===== config.mk =====
export PLATFORM = sky130hd
export DESIGN_NAME = sia_top
export DESIGN_NICKNAME = d
export VERILOG_FILES = /design/src/sia_pkg.sv /design/src/sia_flag_bank.sv /design/src/sia_spike_filter.sv /design/src/sia_top.sv
export SDC_FILE = /design/constraint.sdc
export NUM_CORES = 1
export LEC_CHECK = 0
export ABC_AREA = 1
export BUFFER_PORTS_ARGS = -buffer_cell sky130_fd_sc_hd__buf_2
export CORE_ASPECT_RATIO = 1.5
export CORE_MARGIN = 2
export CORE_UTILIZATION = 50
export CTS_CLUSTER_SIZE = 25
export DETAILED_ROUTE_END_ITERATION = 12
export GPL_ROUTABILITY_DRIVEN = 0
export PLACE_DENSITY = 0.69
export SLEW_MARGIN = 10
export SYNTH_ARGS = -nofsm -noshare
export SYNTH_HDL_FRONTEND = slang
export SYNTH_HIERARCHICAL = 1
export SYNTH_SLANG_ARGS = --single-unit

===== constraint.sdc =====
create_clock -name pclk -period 2.5 [get_ports pclk]
set_clock_uncertainty 0.1 [all_clocks]
set_input_delay 0.5 -clock pclk [delete_from_list [all_inputs] [get_ports pclk]]
set_output_delay 0.5 -clock pclk [all_outputs]
set_load 0.03 [all_outputs]

===== src/sia_pkg.sv =====
// constants, register map and helpers of the interrupt aggregator
// assumes one 200 MHz clock and an APB master with 32-bit data
package sia_pkg;
  localparam int unsigned CLK_PERIOD_PS = 5000;
  localparam int unsigned FILT_TIME_NS  = 1000;
  localparam int unsigned FILT_CYC      = (FILT_TIME_NS * 1000) /
                                          CLK_PERIOD_PS;
  localparam int unsigned FILT_CW       = 8;
  localparam logic [FILT_CW-1:0] FILT_LAST = FILT_CW'(FILT_CYC - 1);

  localparam int unsigned ADDR_W      = 8;
  localparam int unsigned NUM_TMR     = 6;
  localparam int unsigned NUM_HV      = 3;
  localparam int unsigned NUM_EXT     = 4;
  localparam int unsigned NUM_PIN_SEL = 4;
  localparam int unsigned NUM_XFER    = 8;
  localparam int unsigned NUM_CLK     = 3;
  localparam int unsigned NUM_WARN    = 5;
  localparam int unsigned NUM_PIN     = NUM_HV + NUM_EXT * NUM_PIN_SEL;

  // field positions
  localparam int unsigned EDGE_RISE_BIT    = 0;
  localparam int unsigned EDGE_FALL_BIT    = 1;
  localparam int unsigned EXT_CFG_W        = 4;
  localparam int unsigned EXT_SEL_LSB      = 2;
  localparam int unsigned HV_FALL_LSB      = 3;
  localparam int unsigned EXT_FALL_LSB     = 4;
  localparam int unsigned XFER_ERR_EN_BIT  = 8;
  localparam logic [31:0] RST_REG          = 32'h0;

  // register byte offsets
  localparam logic [ADDR_W-1:0] OFS_NP_WARN  = 8'h24;
  localparam logic [ADDR_W-1:0] OFS_NP_TMR   = 8'h28;
  localparam logic [ADDR_W-1:0] OFS_NP_HV    = 8'h2C;
  localparam logic [ADDR_W-1:0] OFS_NP_EXT   = 8'h34;
  localparam logic [ADDR_W-1:0] OFS_NP_XFER  = 8'h40;
  localparam logic [ADDR_W-1:0] OFS_CLK_EN   = 8'h44;
  localparam logic [ADDR_W-1:0] OFS_CLK_ST   = 8'h48;
  localparam logic [ADDR_W-1:0] OFS_CLK_CLR  = 8'h4C;
  localparam logic [ADDR_W-1:0] OFS_CLK_SET  = 8'h50;
  localparam logic [ADDR_W-1:0] OFS_HV_EN    = 8'h54;
  localparam logic [ADDR_W-1:0] OFS_HV_ST    = 8'h58;
  localparam logic [ADDR_W-1:0] OFS_HV_CLR   = 8'h5C;
  localparam logic [ADDR_W-1:0] OFS_HV_SET   = 8'h60;
  localparam logic [ADDR_W-1:0] OFS_HV_CFG   = 8'h64;
  localparam logic [ADDR_W-1:0] OFS_EXT_EN   = 8'h68;
  localparam logic [ADDR_W-1:0] OFS_EXT_ST   = 8'h6C;
  localparam logic [ADDR_W-1:0] OFS_EXT_CLR  = 8'h70;
  localparam logic [ADDR_W-1:0] OFS_EXT_SET  = 8'h74;
  localparam logic [ADDR_W-1:0] OFS_EXT_CFG  = 8'h78;
  localparam logic [ADDR_W-1:0] OFS_TMR_EN   = 8'h7C;
  localparam logic [ADDR_W-1:0] OFS_TMR_ST   = 8'h80;
  localparam logic [ADDR_W-1:0] OFS_TMR_CLR  = 8'h84;
  localparam logic [ADDR_W-1:0] OFS_TMR_SET  = 8'h88;
  localparam logic [ADDR_W-1:0] OFS_XFER_EN  = 8'h8C;
  localparam logic [ADDR_W-1:0] OFS_XFER_ST  = 8'h90;
  localparam logic [ADDR_W-1:0] OFS_XFER_CLR = 8'h94;
  localparam logic [ADDR_W-1:0] OFS_XFER_SET = 8'h98;

  // fresh requests split onto line 1 (pointer bit set) or line 0
  function automatic logic [1:0] sia_route2(logic [15:0] fire,
                                            logic [15:0] ptr);
    return {|(fire & ptr), |(fire & ~ptr)};
  endfunction
endpackage


===== src/sia_flag_bank.sv =====
// bank of sticky status flags, hardware and software set, software clear
// assumes all strobes are one-cycle pulses on pclk
`timescale 1ns/1ps
module sia_flag_bank #(
  parameter int unsigned N = 8
) (
  // clock and reset
  input  wire logic         pclk,
  input  wire logic         presetn,
  // strobes
  input  wire logic [N-1:0] hw_set_i,
  input  wire logic [N-1:0] sw_set_i,
  input  wire logic [N-1:0] sw_clr_i,
  // state
  output logic      [N-1:0] st_o
);
  import sia_pkg::*;

  // set wins so that an event in the clear cycle is not lost
  always_ff @(posedge pclk or negedge presetn) begin
    if (!presetn) st_o <= N'(RST_REG);
    else st_o <= (st_o & ~sw_clr_i) | sw_set_i | hw_set_i;
  end
endmodule // sia_flag_bank


===== src/sia_spike_filter.sv =====
// spike filter with edge pulses for one synchronised input
// assumes din is already two-flop synchronised to pclk
`timescale 1ns/1ps
module sia_spike_filter (
  // clock and reset
  input  wire logic pclk,
  input  wire logic presetn,
  // filtered signal
  input  wire logic din,
  output logic      rise_o,
  output logic      fall_o
);
  import sia_pkg::*;
  logic               level_q;
  logic [FILT_CW-1:0] cnt_q;

  // a level must persist FILT_CYC cycles before it is accepted
  always_ff @(posedge pclk or negedge presetn) begin
    if (!presetn) begin
      level_q <= 1'b0;
      cnt_q   <= '0;
      rise_o  <= 1'b0;
      fall_o  <= 1'b0;
    end else begin
      rise_o <= 1'b0;
      fall_o <= 1'b0;
      if (din == level_q) begin
        cnt_q <= '0; // spike shorter than window is dropped
      end else if (cnt_q == FILT_LAST) begin
        level_q <= din;
        cnt_q   <= '0;
        rise_o  <= din;
        fall_o  <= !din;
      end else begin
        cnt_q <= cnt_q + 1'b1;
      end
    end
  end
endmodule // sia_spike_filter


===== src/sia_top.sv =====
// interrupt and exception aggregation with APB register access
// assumes event inputs are pclk-synchronous pulses; sense and pin
// inputs are asynchronous and synchronised here
`timescale 1ns/1ps
module sia_top (
  // clock and reset
  input  wire logic                       pclk,
  input  wire logic                       presetn,
  // apb slave
  input  wire logic                       psel,
  input  wire logic                       penable,
  input  wire logic                       pwrite,
  input  wire logic [sia_pkg::ADDR_W-1:0] paddr,
  input  wire logic [31:0]                pwdata,
  output logic      [31:0]                prdata,
  output logic                            pready,
  output logic                            pslverr,
  // event sources
  input  wire logic [sia_pkg::NUM_TMR-1:0]  timer_evt,
  input  wire logic [sia_pkg::NUM_HV-1:0]   hv_sense_comparator_out,
  input  wire logic [15:0]                  ext_pin_in,
  input  wire logic [sia_pkg::NUM_XFER-1:0] transfer_done_evt,
  input  wire logic                         transfer_error_request,
  input  wire logic [sia_pkg::NUM_CLK-1:0]  clock_fault_evt,
  input  wire logic                         mem_fault_evt,
  input  wire logic                         conv_err_evt,
  input  wire logic [sia_pkg::NUM_WARN-1:0] warn_evt,
  // request pulses toward the interrupt controller
  output logic [1:0]                        timer_irq,
  output logic [1:0]                        hv_sense_irq,
  output logic [1:0]                        ext_pin_irq,
  output logic [1:0]                        transfer_irq,
  output logic [1:0]                        warn_irq,
  output logic                              nmi_req
);
  import sia_pkg::*;

  ////////////////////////////////////////////////////////////////////////
  // declarations

  logic                 acc_go, wr_en, rd_hit;
  logic [31:0]          rd_data;
  logic                 np_warn_q, np_tmr_q, np_xfer_q;
  logic [NUM_HV-1:0]    np_hv_q, hv_en_q;
  logic [NUM_EXT-1:0]   np_ext_q, ext_en_q;
  logic [2*NUM_HV-1:0]  hv_cfg_q;
  logic [15:0]          ext_cfg_q;
  logic [NUM_TMR-1:0]   tmr_en_q;
  logic [8:0]           xfer_en_q;
  logic [NUM_CLK-1:0]   clk_en_q;
  logic [NUM_PIN-1:0]   pin_m_q, pin_s_q;
  logic [NUM_HV-1:0]    hv_rise, hv_fall;
  logic [NUM_EXT-1:0]   ext_pick, ext_rise, ext_fall;
  logic [2*NUM_HV-1:0]  hv_hw, hv_st;
  logic [2*NUM_EXT-1:0] ext_hw, ext_st;
  logic [NUM_TMR-1:0]   tmr_st, tmr_req, tmr_prev_q;
  logic [NUM_XFER-1:0]  xfer_st;
  logic [8:0]           xfer_req, xfer_prev_q;
  logic [NUM_CLK-1:0]   clk_st, clk_req, clk_prev_q;
  logic [NUM_HV-1:0]    hv_req, hv_prev_q;
  logic [NUM_EXT-1:0]   ext_req, ext_prev_q;

  // flag bank widths: one rise and one fall flag per input
  localparam int unsigned HV_FLG_W  = 2 * NUM_HV;
  localparam int unsigned EXT_FLG_W = 2 * NUM_EXT;

  // write data steered to one register, zero elsewhere; the bus signals
  // are arguments so a port connection re-evaluates when they change
  function automatic logic [31:0] wsel(logic we, logic [ADDR_W-1:0] a,
                                       logic [31:0] d,
                                       logic [ADDR_W-1:0] ofs);
    return (we && a == ofs) ? d : 32'h0;
  endfunction

  ////////////////////////////////////////////////////////////////////////
  // apb slave: one wait state on every access

  assign acc_go = psel && penable && !pready;
  assign wr_en  = psel && penable && pready && pwrite;

  // ready rises in the second access cycle, then drops again
  always_ff @(posedge pclk or negedge presetn) begin
    if (!presetn) pready <= 1'b0;
    else pready <= acc_go;
  end

  // read data and error are captured with ready
  always_ff @(posedge pclk or negedge presetn) begin
    if (!presetn) begin
      prdata  <= RST_REG;
      pslverr <= 1'b0;
    end else begin
      pslverr <= acc_go && !rd_hit; // unmapped address
      if (acc_go && !pwrite) prdata <= rd_hit ? rd_data : RST_REG;
    end
  end

  // read decode; set and clear registers read as zero
  always_comb begin
    rd_data = RST_REG;
    rd_hit  = 1'b1;
    case (paddr)
      OFS_NP_WARN:  rd_data[0]           = np_warn_q;
      OFS_NP_TMR:   rd_data[0]           = np_tmr_q;
      OFS_NP_HV:    rd_data[NUM_HV-1:0]  = np_hv_q;
      OFS_NP_EXT:   rd_data[NUM_EXT-1:0] = np_ext_q;
      OFS_NP_XFER:  rd_data[0]           = np_xfer_q;
      OFS_CLK_EN:   rd_data[NUM_CLK-1:0] = clk_en_q;
      OFS_CLK_ST:   rd_data[NUM_CLK-1:0] = clk_st;
      OFS_HV_EN:    rd_data[NUM_HV-1:0]  = hv_en_q;
      OFS_HV_ST:    rd_data[2*NUM_HV-1:0] = hv_st;
      OFS_HV_CFG:   rd_data[2*NUM_HV-1:0] = hv_cfg_q;
      OFS_EXT_EN:   rd_data[NUM_EXT-1:0] = ext_en_q;
      OFS_EXT_ST:   rd_data[2*NUM_EXT-1:0] = ext_st;
      OFS_EXT_CFG:  rd_data[15:0]        = ext_cfg_q;
      OFS_TMR_EN:   rd_data[NUM_TMR-1:0] = tmr_en_q;
      OFS_TMR_ST:   rd_data[NUM_TMR-1:0] = tmr_st;
      OFS_XFER_EN:  rd_data[8:0]         = xfer_en_q;
      OFS_XFER_ST:  rd_data[NUM_XFER-1:0] = xfer_st;
      OFS_CLK_CLR, OFS_CLK_SET, OFS_HV_CLR, OFS_HV_SET, OFS_EXT_CLR,
      OFS_EXT_SET, OFS_TMR_CLR, OFS_TMR_SET, OFS_XFER_CLR,
      OFS_XFER_SET: rd_hit = 1'b1;
      default:      rd_hit = 1'b0;
    endcase
  end

  ////////////////////////////////////////////////////////////////////////
  // software control registers

  // node pointers: bit set sends its group, or for sense and pin its one input, to line 1
  always_ff @(posedge pclk or negedge presetn) begin
    if (!presetn) begin
      np_warn_q <= 1'b0;
      np_tmr_q  <= 1'b0;
      np_hv_q   <= '0;
      np_ext_q  <= '0;
      np_xfer_q <= 1'b0;
    end else if (wr_en) begin
      if (paddr == OFS_NP_WARN) np_warn_q <= pwdata[0];
      if (paddr == OFS_NP_TMR)  np_tmr_q  <= pwdata[0];
      if (paddr == OFS_NP_HV)   np_hv_q   <= pwdata[NUM_HV-1:0];
      if (paddr == OFS_NP_EXT)  np_ext_q  <= pwdata[NUM_EXT-1:0];
      if (paddr == OFS_NP_XFER) np_xfer_q <= pwdata[0];
    end
  end

  // request enables per source
  always_ff @(posedge pclk or negedge presetn) begin
    if (!presetn) begin
      tmr_en_q  <= '0;
      hv_en_q   <= '0;
      ext_en_q  <= '0;
      xfer_en_q <= '0;
      clk_en_q  <= '0;
    end else if (wr_en) begin
      if (paddr == OFS_TMR_EN)  tmr_en_q  <= pwdata[NUM_TMR-1:0];
      if (paddr == OFS_HV_EN)   hv_en_q   <= pwdata[NUM_HV-1:0];
      if (paddr == OFS_EXT_EN)  ext_en_q  <= pwdata[NUM_EXT-1:0];
      if (paddr == OFS_XFER_EN) xfer_en_q <= pwdata[8:0];
      if (paddr == OFS_CLK_EN)  clk_en_q  <= pwdata[NUM_CLK-1:0];
    end
  end

  // edge and pin source selection
  always_ff @(posedge pclk or negedge presetn) begin
    if (!presetn) begin
      hv_cfg_q  <= '0;
      ext_cfg_q <= '0;
    end else if (wr_en) begin
      if (paddr == OFS_HV_CFG)  hv_cfg_q  <= pwdata[2*NUM_HV-1:0];
      if (paddr == OFS_EXT_CFG) ext_cfg_q <= pwdata[15:0];
    end
  end

  ////////////////////////////////////////////////////////////////////////
  // pin synchronisers and filters

  // two flops on every asynchronous sense and pin input
  always_ff @(posedge pclk or negedge presetn) begin
    if (!presetn) begin
      pin_m_q <= '0;
      pin_s_q <= '0;
    end else begin
      pin_m_q <= {ext_pin_in, hv_sense_comparator_out};
      pin_s_q <= pin_m_q;
    end
  end

  // sense inputs: filter then edge select
  for (genvar i = 0; i < NUM_HV; i++) begin : g_hv
    sia_spike_filter u_filt (
      .pclk    (pclk),
      .presetn (presetn),
      .din     (pin_s_q[i]),
      .rise_o  (hv_rise[i]),
      .fall_o  (hv_fall[i])
    );
    assign hv_hw[i] = hv_rise[i] && hv_cfg_q[2*i+EDGE_RISE_BIT];
    assign hv_hw[i+HV_FALL_LSB] = hv_fall[i] &&
                                  hv_cfg_q[2*i+EDGE_FALL_BIT];
    assign hv_req[i] = (hv_st[i] || hv_st[i+HV_FALL_LSB]) && hv_en_q[i];
  end

  // pin channels: pick A-D, filter, then edge select; a select
  // change can look like an edge, so reprogram with the enable off
  for (genvar i = 0; i < NUM_EXT; i++) begin : g_ext
    logic [1:0] sel;
    assign sel = ext_cfg_q[i*EXT_CFG_W+EXT_SEL_LSB +: 2];
    assign ext_pick[i] = pin_s_q[NUM_HV + i*NUM_PIN_SEL + int'(sel)];
    sia_spike_filter u_filt (
      .pclk    (pclk),
      .presetn (presetn),
      .din     (ext_pick[i]),
      .rise_o  (ext_rise[i]),
      .fall_o  (ext_fall[i])
    );
    assign ext_hw[i] = ext_rise[i] &&
                       ext_cfg_q[i*EXT_CFG_W+EDGE_RISE_BIT];
    assign ext_hw[i+EXT_FALL_LSB] = ext_fall[i] &&
                                    ext_cfg_q[i*EXT_CFG_W+EDGE_FALL_BIT];
    assign ext_req[i] = (ext_st[i] || ext_st[i+EXT_FALL_LSB]) &&
                        ext_en_q[i];
  end

  ////////////////////////////////////////////////////////////////////////
  // status flag banks

  sia_flag_bank #(.N(NUM_TMR)) u_tmr_st (
    .pclk     (pclk),
    .presetn  (presetn),
    .hw_set_i (timer_evt),
    .sw_set_i (NUM_TMR'(wsel(wr_en, paddr, pwdata, OFS_TMR_SET))),
    .sw_clr_i (NUM_TMR'(wsel(wr_en, paddr, pwdata, OFS_TMR_CLR))),
    .st_o     (tmr_st)
  );

  sia_flag_bank #(.N(2*NUM_HV)) u_hv_st (
    .pclk     (pclk),
    .presetn  (presetn),
    .hw_set_i (hv_hw),
    .sw_set_i (HV_FLG_W'(wsel(wr_en, paddr, pwdata, OFS_HV_SET))),
    .sw_clr_i (HV_FLG_W'(wsel(wr_en, paddr, pwdata, OFS_HV_CLR))),
    .st_o     (hv_st)
  );

  sia_flag_bank #(.N(2*NUM_EXT)) u_ext_st (
    .pclk     (pclk),
    .presetn  (presetn),
    .hw_set_i (ext_hw),
    .sw_set_i (EXT_FLG_W'(wsel(wr_en, paddr, pwdata, OFS_EXT_SET))),
    .sw_clr_i (EXT_FLG_W'(wsel(wr_en, paddr, pwdata, OFS_EXT_CLR))),
    .st_o     (ext_st)
  );

  sia_flag_bank #(.N(NUM_XFER)) u_xfer_st (
    .pclk     (pclk),
    .presetn  (presetn),
    .hw_set_i (transfer_done_evt),
    .sw_set_i (NUM_XFER'(wsel(wr_en, paddr, pwdata, OFS_XFER_SET))),
    .sw_clr_i (NUM_XFER'(wsel(wr_en, paddr, pwdata, OFS_XFER_CLR))),
    .st_o     (xfer_st)
  );

  sia_flag_bank #(.N(NUM_CLK)) u_clk_st (
    .pclk     (pclk),
    .presetn  (presetn),
    .hw_set_i (clock_fault_evt),
    .sw_set_i (NUM_CLK'(wsel(wr_en, paddr, pwdata, OFS_CLK_SET))),
    .sw_clr_i (NUM_CLK'(wsel(wr_en, paddr, pwdata, OFS_CLK_CLR))),
    .st_o     (clk_st)
  );

  ////////////////////////////////////////////////////////////////////////
  // request gating and pulse generation

  assign tmr_req  = tmr_st & tmr_en_q;
  assign xfer_req = {transfer_error_request && xfer_en_q[XFER_ERR_EN_BIT],
                     xfer_st & xfer_en_q[NUM_XFER-1:0]};
  assign clk_req  = clk_st & clk_en_q;

  // previous request levels; a pulse fires only on a new request
  always_ff @(posedge pclk or negedge presetn) begin
    if (!presetn) begin
      tmr_prev_q  <= '0;
      hv_prev_q   <= '0;
      ext_prev_q  <= '0;
      xfer_prev_q <= '0;
      clk_prev_q  <= '0;
    end else begin
      tmr_prev_q  <= tmr_req;
      hv_prev_q   <= hv_req;
      ext_prev_q  <= ext_req;
      xfer_prev_q <= xfer_req;
      clk_prev_q  <= clk_req;
    end
  end

  // edge pulses routed by node pointer, warn events passed straight, nmi unrouted; a request must drop to re-arm
  always_ff @(posedge pclk or negedge presetn) begin
    if (!presetn) begin
      timer_irq    <= 2'h0;
      hv_sense_irq <= 2'h0;
      ext_pin_irq  <= 2'h0;
      transfer_irq <= 2'h0;
      warn_irq     <= 2'h0;
      nmi_req      <= 1'b0;
    end else begin
      timer_irq    <= sia_route2(16'(tmr_req & ~tmr_prev_q),
                                 {16{np_tmr_q}});
      hv_sense_irq <= sia_route2(16'(hv_req & ~hv_prev_q),
                                 16'(np_hv_q));
      ext_pin_irq  <= sia_route2(16'(ext_req & ~ext_prev_q),
                                 16'(np_ext_q));
      transfer_irq <= sia_route2(16'(xfer_req & ~xfer_prev_q),
                                 {16{np_xfer_q}});
      warn_irq     <= sia_route2(16'(warn_evt), {16{np_warn_q}});
      nmi_req      <= (|(clk_req & ~clk_prev_q)) || mem_fault_evt ||
                      conv_err_evt;
    end
  end
endmodule // sia_top

==> qor.csv, run 1 <==
stage,metric,value,unit
outcome,status,finished clean,
synthesis,synth.top_cells.by_count,"nand2_1 (385), dfrtp_1 (257), nor2_1 (245), inv_1 (157), nand3_1 (100)",
clock_network,post_cts_buffers,0,
clock_network,cts_max_level,1,
routing,drc,0,
global_route,grtUsageTotal,22.2,%
routing,wl_per_cell,14.1,um
synthesis,synth_top_area_cell,dfrtp_1,
hold_path,hold_class,in2reg,
global_route,grt_pass1_vias,9565,
routing,vias_per_cell,4.94,
clock_network,cts_tree,yes,
clock_network,clock_tree.root_cell,clkbuf_16,
placement,port_buffers,101,
routing,drtIter0Drc,643,
final_layout,drive_above_1_share,15.8,%
die,coreArea,0.0242,mm^2
die,io_pins,134,
sta,fin_crit_sh,89.2,%
sta,fin_tns_setup,0,ps
worst_setup_path,crit_arrival,2540,ps
hold_path,hold_depth,3,
worst_setup_path,cp_max_fo,9,
final_layout,areaGrowthSynthToFinish,16.0,%
power_and_ir_drop,p_leak,7.11,nW
synthesis,post-synth-top-count-cell,nand2_1,
final_layout,final_nets,1741,
die,rows,70,
final_layout,stdcell_area,0.0141,mm^2
die,start_util,50.4,%
synthesis,syn_area,0.0122,mm^2
worst_setup_path,crit_path_top_delay_cell,dfrtp_1,
sta,drv_slew,0,
global_route,grt_pass1_wl,46700,um
synthesis,synth_top_area_share,52.8,%
clock_network,clk_pin_slew,60,ps
power_and_ir_drop,vdd_drop_max,0.636,mV
clock_network,numCtsBuffers,25,
worst_setup_path,cpPeakStageDelay,510,ps
clock_network,insertion_delay,530,ps
final_layout,antenna_cells,0,
worst_setup_path,path_common_cell,a21oi_1,
synthesis,synth.avg_cell_area,8.11,um^2
global_route,grt_max_degree,65,
worst_setup_path,critPathCaptureType,register,
sta,worstMarginPinSlew,648,ps
synthesis,yosys_warnings,6,
clock_network,cts_sinks,257,
placement,dpl_worst_slack,294,ps
routing,ant_nets,0,
synthesis,synth_area_leaders,"dfrtp_1 (53%), nand2_1 (12%), nor2_1 (7.6%)",
synthesis,synth_ff_type,dfrtp_1,
worst_setup_path,cp.required,2810,ps
synthesis,postSynthCellCount,1501,
synthesis,seq_area_frac_synth,52.8,%
routing,wl,28000,um
worst_setup_path,path_cells,"inv_1, ha_1, a21oi_1, o21ai_0, a21oi_1, a21o_1, xnor2_1, inv_2, nand2_2, nor2_1",
placement,place_area,0.0131,mm^2
synthesis,ys_ff_latch,257,
synthesis,async_flop_share,100,%
clock_network,clockBufferDepth,3,
sta,worst_slack,271,ps
sta,rsz0062_at_grt,no,
routing,vias,9795,
placement,place_hpwl,20400,um
sta,setup-violations-final,0,
sta,max_slew_margin,56.7,%
synthesis,synth_edf_count,0,
worst_setup_path,ff2ff_path_depth,10,
sta,hold_viol_final,0,
die,fp.dieH,195,um
sta,post-route-min-period,2230,ps
worst_setup_path,crit_type,reg2reg,
die,fp.dieW,131,um
sta,max_clock_freq,0.449,GHz
global_route,antenna_found_initial,0,
job,drv_cap,0,
worst_setup_path,cp-start-kind,register,
routing,dr.pass1.iters,5,
synthesis,ys_types,41,
global_route,overflow,0,
power_and_ir_drop,powerDensity,609,mW/mm^2
die,die-area,0.0256,mm^2
==> critical path, delay by kind of cell (launching register included) <==
kind            cells  cell delay [ps]
xor+xnor            1              390
buf+inv             2              180
simple gates        2              160
compound gates      4              440
flops               1              510
fa+ha+maj           1              340
==> where the power goes <==
group          switching, W  internal (W)  leakage (nW)
logic              0.000324      0.000156          3.37
registers         0.0000463       0.00423          3.35
clock network       0.00161       0.00224         0.396
==> what timing repair did <==
item	4_1_cts	5_1_grt
gates resized for setup	0	1
endpoints found under the hold margin	76	0
setup endpoints to repair	0	4
hold buffers	20	0
==> per-stage QoR <==
stage,hold WS [ps],utilization (%),cells,power (W)
after global routing,58.0,58.4,1981,0.00892
after floorplan,104,-,1516,0.00459
after CTS,46.6,58.4,1981,0.00868
after global placement,232,54.1,1918,0.00480
after detailed placement,235,54.1,1918,0.00481
final,61.1,58.4,1981,0.00860
==> placed cells by master (no fill, tap or decap), types with 3 or more instances in the layout <==
cell type / n
a211oi_1: 5
a21oi_1: 27
buf_12: 4
buf_2: 100
buf_4: 20
bufinv_16: 3
clkbuf_16: 25
clkbuf_8: 3
clkinv_2: 3
clkinvlp_4: 5
conb_1: 16
dfrtp_1: 257
dlygate4sd3_1: 20
ha_1: 11
inv_1: 157
inv_2: 29
nand2_1: 385
nand2_2: 28
nand3_1: 100
nand3b_1: 14
nor2_1: 245
nor2_2: 11
nor2_4: 14
nor3_1: 16
o2111ai_1: 3
o211ai_1: 5
o21ai_0: 64
o21ai_1: 18
o21ai_2: 6
o22ai_1: 7
o31ai_1: 7
or2_2: 3
xnor2_1: 6
xor2_1: 14
==> cell families (layout without fill, tap and decap cells) <==
logic type,count (synthesis),in the layout,synth area share (%)
simple gates,824,824,29.0
flops,257,257,52.8
buf+inv,235,376,8.31
compound gates,151,151,7.10
xor+xnor,21,21,1.51
fa+ha+maj,11,11,1.13
other cells,1,16,0.0308
mux,1,1,0.0822
==> state kept, by name (all words and copies together) (netlist names), 6 cells and up <==
name,flops
u_xfer_st/st_o,8
xfer_en_q,9
tmr_prev_q,6
u_ext_st/st_o,8
hv_cfg_q,6
pin_m_q,19
g_hv.u_filt/cnt_q,24
prdata,16
u_tmr_st/st_o,6
u_hv_st/st_o,6
pin_s_q,19
ext_cfg_q,16
tmr_en_q,6
g_ext.u_filt/cnt_q,32
xfer_prev_q,9
==> routing by layer <==
| metal | wire length (um) | share of wire (%) | global-route usage (%) | vias up |
|---|---|---|---|---|
| met5 | 0 | 0 | 0 | - |
| met4 | 1120 | 4.0 | 8.86 | 0 |
| met3 | 1230 | 4.4 | 2.80 | 69 |
| met2 | 14300 | 51 | 40.3 | 233 |
| met1 | 11300 | 41 | 26.8 | 4554 |
| li1 | - | - | - | 4939 |
==> layout make-up <==
cell class | instances | area [um^2]
clock buffer | 30 | 674
clock inverter | 13 | 160
fill | 2196 | 10100
inverter | 188 | 706
multi-input combinational | 1024 | 4800
sequential | 257 | 6430
tap | 324 | 405
timing repair buffer | 145 | 946
==> final timing paths <==
kind                         startpoint                        to  slack (ps)
hold / removal             timer_evt[0]          u_tmr_st/st_o[0]          60
min in group asynchronous       presetn                hv_en_q[0]         430
max in group asynchronous       presetn                pin_m_q[8]        1170
setup / recovery           ext_cfg_q[2]  g_ext[0].u_filt/cnt_q[4]         270
setup reg to reg           ext_cfg_q[2]  g_ext[0].u_filt/cnt_q[4]         270
hold reg to reg             pin_m_q[16]               pin_s_q[16]         240
(Power assumes the default switching activity.)
==> run 2: changes to the inputs <==
--- a/config.mk
+++ b/config.mk
@@ -13,7 +13,9 @@
 export CTS_CLUSTER_SIZE = 25
 export DETAILED_ROUTE_END_ITERATION = 12
 export GPL_ROUTABILITY_DRIVEN = 0
+export MAX_ROUTING_LAYER = met4
 export PLACE_DENSITY = 0.69
+export RECOVER_POWER = 25
 export SLEW_MARGIN = 10
 export SYNTH_ARGS = -nofsm -noshare
 export SYNTH_HDL_FRONTEND = slang
==> run 2 against run 1 <==
The flow now finishes with violations (max-capacitance violations, max-slew violations). Critical endpoint is now g_ext[1].u_filt/cnt_q[4]. Register-to-register slack is essentially flat. Cell count stayed put. Largest power group unchanged. Highest routed layer unchanged. Largest cell class unchanged. Die area unchanged. Sequential cell count unchanged. Critical path type unchanged. Clock power is essentially flat.
==> qor.csv, run 2 (synthesis gave the netlist of run 1 again) <==
stage,metric,value,unit,change
final_layout,reg.largest.list,"g_ext.u_filt/cnt_q x32, g_hv.u_filt/cnt_q x24",,
global_route,overflow,0,,unchanged
die,io_pins,134,,unchanged
clock_network,insertion_delay,530,ps,about the same
routing,vias,9788,,-0.071%
outcome,status,finished with violations,,
die,coreArea,0.0242,mm^2,unchanged
die,die-area,0.0256,mm^2,unchanged
sta,fin_crit_sh,89.4,%,+0.27 points
final_layout,regMostFlops,g_ext.u_filt/cnt_q,,
worst_setup_path,critPathCaptureType,register,,
worst_setup_path,reg2reg_slack,260,ps,about the same
power_and_ir_drop,powerDensity,609,mW/mm^2,about the same
routing,vias_per_cell,4.94,,about the same
global_route,antenna_found_initial,0,,unchanged
die,start_util,50.4,%,unchanged
routing,wl_per_cell,14.1,um,-0.12%
final_layout,final_nets,1741,,unchanged
global_route,grt_max_degree,65,,unchanged
die,rows,70,,unchanged
routing,drtIter0Drc,642,,-0.16%
worst_setup_path,crit_arrival,2550,ps,about the same
sta,rsz0062_at_grt,no,,
worst_setup_path,ff2ff_path_depth,11,,+1
final_layout,antenna_cells,0,,unchanged
routing,ant_nets,0,,unchanged
sta,fin_tns_setup,0,ps,unchanged
sta,drv_slew,61,,+61
clock_network,cts_tree,yes,,
sta,max_slew_margin,-9.48,%,-66 points
die,fp.dieH,195,um,unchanged
routing,wl,27900,um,-0.12%
clock_network,clk_pin_slew,60,ps,about the same
clock_network,cts_sinks,257,,unchanged
job,drv_cap,1,,+1
sta,setup-violations-final,0,,unchanged
global_route,grt_pass1_vias,9572,,+0.073%
worst_setup_path,cp_max_fo,4,,-5
clock_network,post_cts_buffers,0,,unchanged
worst_setup_path,cpPeakStageDelay,380,ps,-130 ps
sta,worstMarginPinSlew,1640,ps,+994 ps
global_route,grtUsageTotal,22.9,%,+0.67 points
worst_setup_path,path_cells,"inv_1, ha_1, a21oi_1, o21ai_0, o21ai_0, nor2_1, a31oi_1, xnor2_1, inv_2, nand2_2, nor2_1",,
worst_setup_path,crit_type,reg2reg,,
routing,drc,0,,unchanged
final_layout,drive_above_1_share,15.4,%,-0.30 points
routing,dr.pass1.iters,5,,unchanged
final_layout,areaGrowthSynthToFinish,15.8,%,
power_and_ir_drop,vdd_drop_max,0.632,mV,-0.68%
outcome,violations,"max-capacitance violations, max-slew violations",,
placement,port_buffers,101,,unchanged
final_layout,largest_reg_flops,32,,unchanged
sta,max_clock_freq,0.447,GHz,-0.30%
final_layout,layout_commonest_cell,nand2_1,,
clock_network,cts_max_level,1,,unchanged
power_and_ir_drop,p_leak,7.10,nW,-0.11%
power_and_ir_drop,finalPower,0.00859,W,about the same
worst_setup_path,cp-start-kind,register,,
sta,worst_slack,264,ps,-6.68 ps
placement,dpl_worst_slack,294,ps,unchanged
global_route,grt_pass1_wl,46700,um,about the same
clock_network,numCtsBuffers,25,,unchanged
worst_setup_path,cp.required,2820,ps,about the same
final_layout,layout_common_cells,"nand2_1 (387), dfrtp_1 (257), nor2_1 (245)",,
placement,place_hpwl,20400,um,unchanged
worst_setup_path,crit_path_top_delay_cell,dfrtp_1,,
sta,hold_viol_final,0,,unchanged
sta,post-route-min-period,2240,ps,+6.69 ps
hold_path,hold_class,in2reg,,
die,fp.dieW,131,um,unchanged
clock_network,clockBufferDepth,3,,unchanged
hold_path,hold_depth,3,,unchanged
clock_network,clock_tree.root_cell,clkbuf_16,,
## run 2: cell types whose count changed in the layout (fill, tap and decap cells not counted), sizes merged
cell    change
buf         -2
clkbuf      +2
## run 2: timing repair
action | in CTS | in global routing
endpoints found under the hold margin | 76 | 0
setup endpoints to repair | 0 | 4
gates resized for setup | 0 | 1
hold buffers | 20 | 0
## run 2: worst max-delay path: cells and delay by family, from the launching register on
kind | cells | cell delay (ps)
xor+xnor | 1 | 290
simple gates | 3 | 240
fa+ha+maj | 1 | 290
buf+inv | 2 | 210
compound gates | 4 | 610
flops | 1 | 380
## run 2: final timing paths
path	start	endpoint
hold reg to reg	pin_m_q[16]	pin_s_q[16]
setup reg to reg	ext_cfg_q[6]	g_ext[1].u_filt/cnt_q[4]
setup / recovery	ext_cfg_q[6]	g_ext[1].u_filt/cnt_q[4]
max in group asynchronous	presetn	pin_m_q[8]
min in group asynchronous	presetn	hv_en_q[0]
hold / removal	timer_evt[0]	u_tmr_st/st_o[0]
## run 2: power by group
part | internal [W] | switching, W
logic | 0.000154 | 0.000324
clock network | 0.00223 | 0.00161
registers | 0.00423 | 0.0000465
## run 2: routing by layer
metal	track usage, %	vias up	routed length [um]
met5	-	-	0
met4	8.86	0	1120
met3	2.75	65	1140
met2	40.2	238	14200
met1	26.9	4545	11400
li1	-	4940	-
## run 2: area by class of cell
cell class	count	area (um^2)
repair buffers	145	931
flip-flops and latches	257	6430
multi-input cells	1024	4790
fillers	2200	10100
clock buffers	30	674
clock inverters	13	160
inverters	188	706
well taps	324	405
## run 2: metrics by stage
step           cells  utilization, %  hold WS [ps]  area, um^2
4_1_cts         1981            58.4          46.6       14100
2_1_floorplan   1516               -           104       12200
6_report        1981            58.3          61.2       14100
3_5_place_dp    1918            54.1           235       13100
5_1_grt         1981            58.3          58.0       14100
3_3_place_gp    1918            54.1           232       13100
==> run 3: changes to the inputs <==
--- a/config.mk
+++ b/config.mk
@@ -7,14 +7,16 @@
 export LEC_CHECK = 0
 export ABC_AREA = 1
 export BUFFER_PORTS_ARGS = -buffer_cell sky130_fd_sc_hd__buf_2
+export CELL_PAD_IN_SITES_DETAIL_PLACEMENT = 1
+export CELL_PAD_IN_SITES_GLOBAL_PLACEMENT = 1
 export CORE_ASPECT_RATIO = 1.5
 export CORE_MARGIN = 2
-export CORE_UTILIZATION = 50
+export CORE_UTILIZATION = 44
 export CTS_CLUSTER_SIZE = 25
 export DETAILED_ROUTE_END_ITERATION = 12
 export GPL_ROUTABILITY_DRIVEN = 0
 export MAX_ROUTING_LAYER = met4
-export PLACE_DENSITY = 0.69
+export PLACE_DENSITY = 0.79
 export RECOVER_POWER = 25
 export SLEW_MARGIN = 10
 export SYNTH_ARGS = -nofsm -noshare
==> run 3 against run 2 <==
The run now ends clean. Global-route usage is 1.7 points higher. Worst setup slack got worse by 67 ps. Die area grew 13%. Clock-buffer cell count up 4. Critical path depth stayed put.
==> qor.csv, run 3 (synthesis gave the netlist of run 1 again) <==
stage,metric,value,unit,change
outcome,status,finished clean,,
global_route,antenna_found_initial,1,,+1
final_layout,layout_commonest_cell,nand2_1,,
routing,drc,0,,unchanged
worst_setup_path,crit_type,reg2reg,,
routing,dr.pass1.iters,5,,unchanged
die,fp.dieW,140,um,+6.4%
clock_network,cts_sinks,257,,unchanged
final_layout,regArea,0.00643,mm^2,about the same
final_layout,fin_util,52.3,%,-6.0 points
sta,worstMarginPinSlew,1430,ps,-215 ps
die,start_util,44.7,%,-5.6 points
sta,drv_slew,0,,-100%
job,drv_cap,0,,-1
sta,setup-violations-final,0,,unchanged
global_route,grt_max_degree,54,,-17%
sta,max_clock_freq,0.434,GHz,-2.9%
routing,wl_per_cell,16.9,um,+20%
sta,post-route-min-period,2300,ps,+67.1 ps
worst_setup_path,cp.required,2830,ps,about the same
die,io_pins,134,,unchanged
routing,highest_layer,met4,,
die,rows,74,,+5.7%
sta,fin_crit_sh,92.1,%,+2.7 points
final_layout,largest_reg_flops,32,,unchanged
routing,drt-met1-wl,13300,um,+16%
power_and_ir_drop,p_leak,7.17,nW,+1.0%
clock_network,post_cts_buffers,0,,unchanged
sta,hold_slack,34.7,ps,-26.4 ps
final_layout,fillers,3323,,+51%
power_and_ir_drop,powerDensity,635,mW/mm^2,+4.3%
final_layout,drive_above_1_share,16.0,%,+0.55 points
clock_network,cts_max_level,1,,unchanged
final_layout,layout_common_cells,"nand2_1 (385), dfrtp_1 (256), nor2_1 (245)",,
worst_setup_path,crit_path_top_delay_cell,dfrtp_2,,
final_layout,final_nets,1745,,+0.23%
global_route,overflow,0,,unchanged
worst_setup_path,path_cells,"inv_1, ha_1, a21oi_1, o21ai_0, o21ai_0, nor2_1, a31oi_1, xnor2_1, inv_2, nand2_2, nor2_1",,
clock_network,clk_pin_slew,60,ps,about the same
placement,port_buffers,101,,unchanged
worst_setup_path,crit_arrival,2630,ps,+80 ps
worst_setup_path,cp-start-kind,register,,
die,fp.dieH,208,um,+6.5%
routing,vias_per_cell,5.10,,+3.3%
final_layout,regMostFlops,g_ext.u_filt/cnt_q,,
routing,ant_nets,0,,unchanged
clock_network,insertion_delay,560,ps,+30 ps
sta,rsz0062_at_grt,no,,
final_layout,multi_input_area,0.00481,mm^2,+0.23%
die,die-area,0.0291,mm^2,+13%
power_and_ir_drop,vdd_drop_max,0.611,mV,-3.3%
worst_setup_path,cp_max_fo,9,,+5
sta,fin_tns_setup,0,ps,unchanged
routing,wl_met2,18300,um,+29%
global_route,grtUsageTotal,24.6,%,+1.7 points
die,coreArea,0.0272,mm^2,+13%
sta,hold_viol_final,0,,unchanged
clock_network,clock_tree.root_cell,clkbuf_16,,
global_route,grt_pass1_wl,56800,um,+22%
routing,wl,33800,um,+21%
hold_path,hold_class,in2reg,,
global_route,grt_pass1_vias,11300,,+18%
clock_network,clockBufferDepth,3,,unchanged
placement,place_hpwl,24000,um,+18%
routing,drtIter0Drc,435,,-32%
final_layout,reg.largest.list,"g_ext.u_filt/cnt_q x32, g_hv.u_filt/cnt_q x24",,
clock_network,cts_tree,yes,,
clock_network,numCtsBuffers,27,,+8.0%
routing,vias,10200,,+4.6%
final_layout,areaGrowthSynthToFinish,17.0,%,
worst_setup_path,critPathCaptureType,register,,
worst_setup_path,cpPeakStageDelay,440,ps,+60 ps
routing,dr_wl_met3,1000,um,-12%
sta,max_slew_margin,4.83,%,+14 points
==> run 3: cell count changes in the layout (fill, tap and decap cells not counted), moves of 2 or more <==
cell | previous run | this run
nand2_2 | 26 | 28
buf_4 | 19 | 23
clkinvlp_4 | 5 | 1
nand2_1 | 387 | 385
bufinv_16 | 3 | 5
clkinv_2 | 3 | 5
clkbuf_16 | 25 | 27
==> run 3: layout make-up <==
cell class / instances / area share (%)
clock inverters: 13 / 1.41
clock buffers: 34 / 5.14
flip-flops and latches: 257 / 45.2
diodes: 1 / 0.0176
well taps: 342 / 3.00
repair buffers: 147 / 6.59
multi-input cells: 1024 / 33.7
inverters: 188 / 4.95
==> run 3: metrics by stage <==
stage	power (W)	area, um^2	std cells	worst slack, ps
global placement	0.00481	13100	1938	200
floorplan	0.00459	12200	1516	339
finish	0.00905	14200	2006	197
CTS	0.00916	14200	2005	148
global route	0.00938	14200	2006	18.2
detailed placement	0.00483	13100	1938	152
==> run 3: final timing paths <==
path | start | end | slack, ps | depth (start not counted)
setup / recovery | ext_cfg_q[6] | g_ext[1].u_filt/cnt_q[4] | 200 | 11
hold / removal | transfer_done_evt[5] | u_xfer_st/st_o[5] | 30 | 3
setup reg to reg | ext_cfg_q[6] | g_ext[1].u_filt/cnt_q[4] | 200 | 11
hold reg to reg | pin_m_q[7] | pin_s_q[7] | 240 | 0
max in group asynchronous | presetn | ext_cfg_q[6] | 450 | 3
min in group asynchronous | presetn | hv_sense_irq[1] | 720 | 2
==> run 3: routing by layer <==
layer  up-vias  GRT usage, %
li1       4945             -
met4         0          8.83
met5         -             -
met2       186          45.8
met1      5038          26.9
met3        70          2.68
==> run 3: repair_timing <==
item / CTS / global route
hold buffers: 20 / 0
resized for setup: 0 / 3
endpoints found under the setup margin: 0 / 10
hold endpoints to repair: 62 / 0
==> run 3: power by group <==
group / switching, W / total (W) / internal [W]
Combinational: 0.000341 / 0.000494 / 0.000153
Sequential: 0.0000489 / 0.00428 / 0.00423
Clock: 0.00170 / 0.00428 / 0.00258
==> run 3: worst max-delay path: cells and delay by family, from the launching register on <==
kind | cells | cell delay (ps)
AO/OA/AOI/OAI | 4 | 580
flip-flops | 1 | 440
adder cells (fa/ha/maj) | 1 | 360
XOR/XNOR | 1 | 260
AND/OR/NAND/NOR | 3 | 250
buffers and inverters | 2 | 200
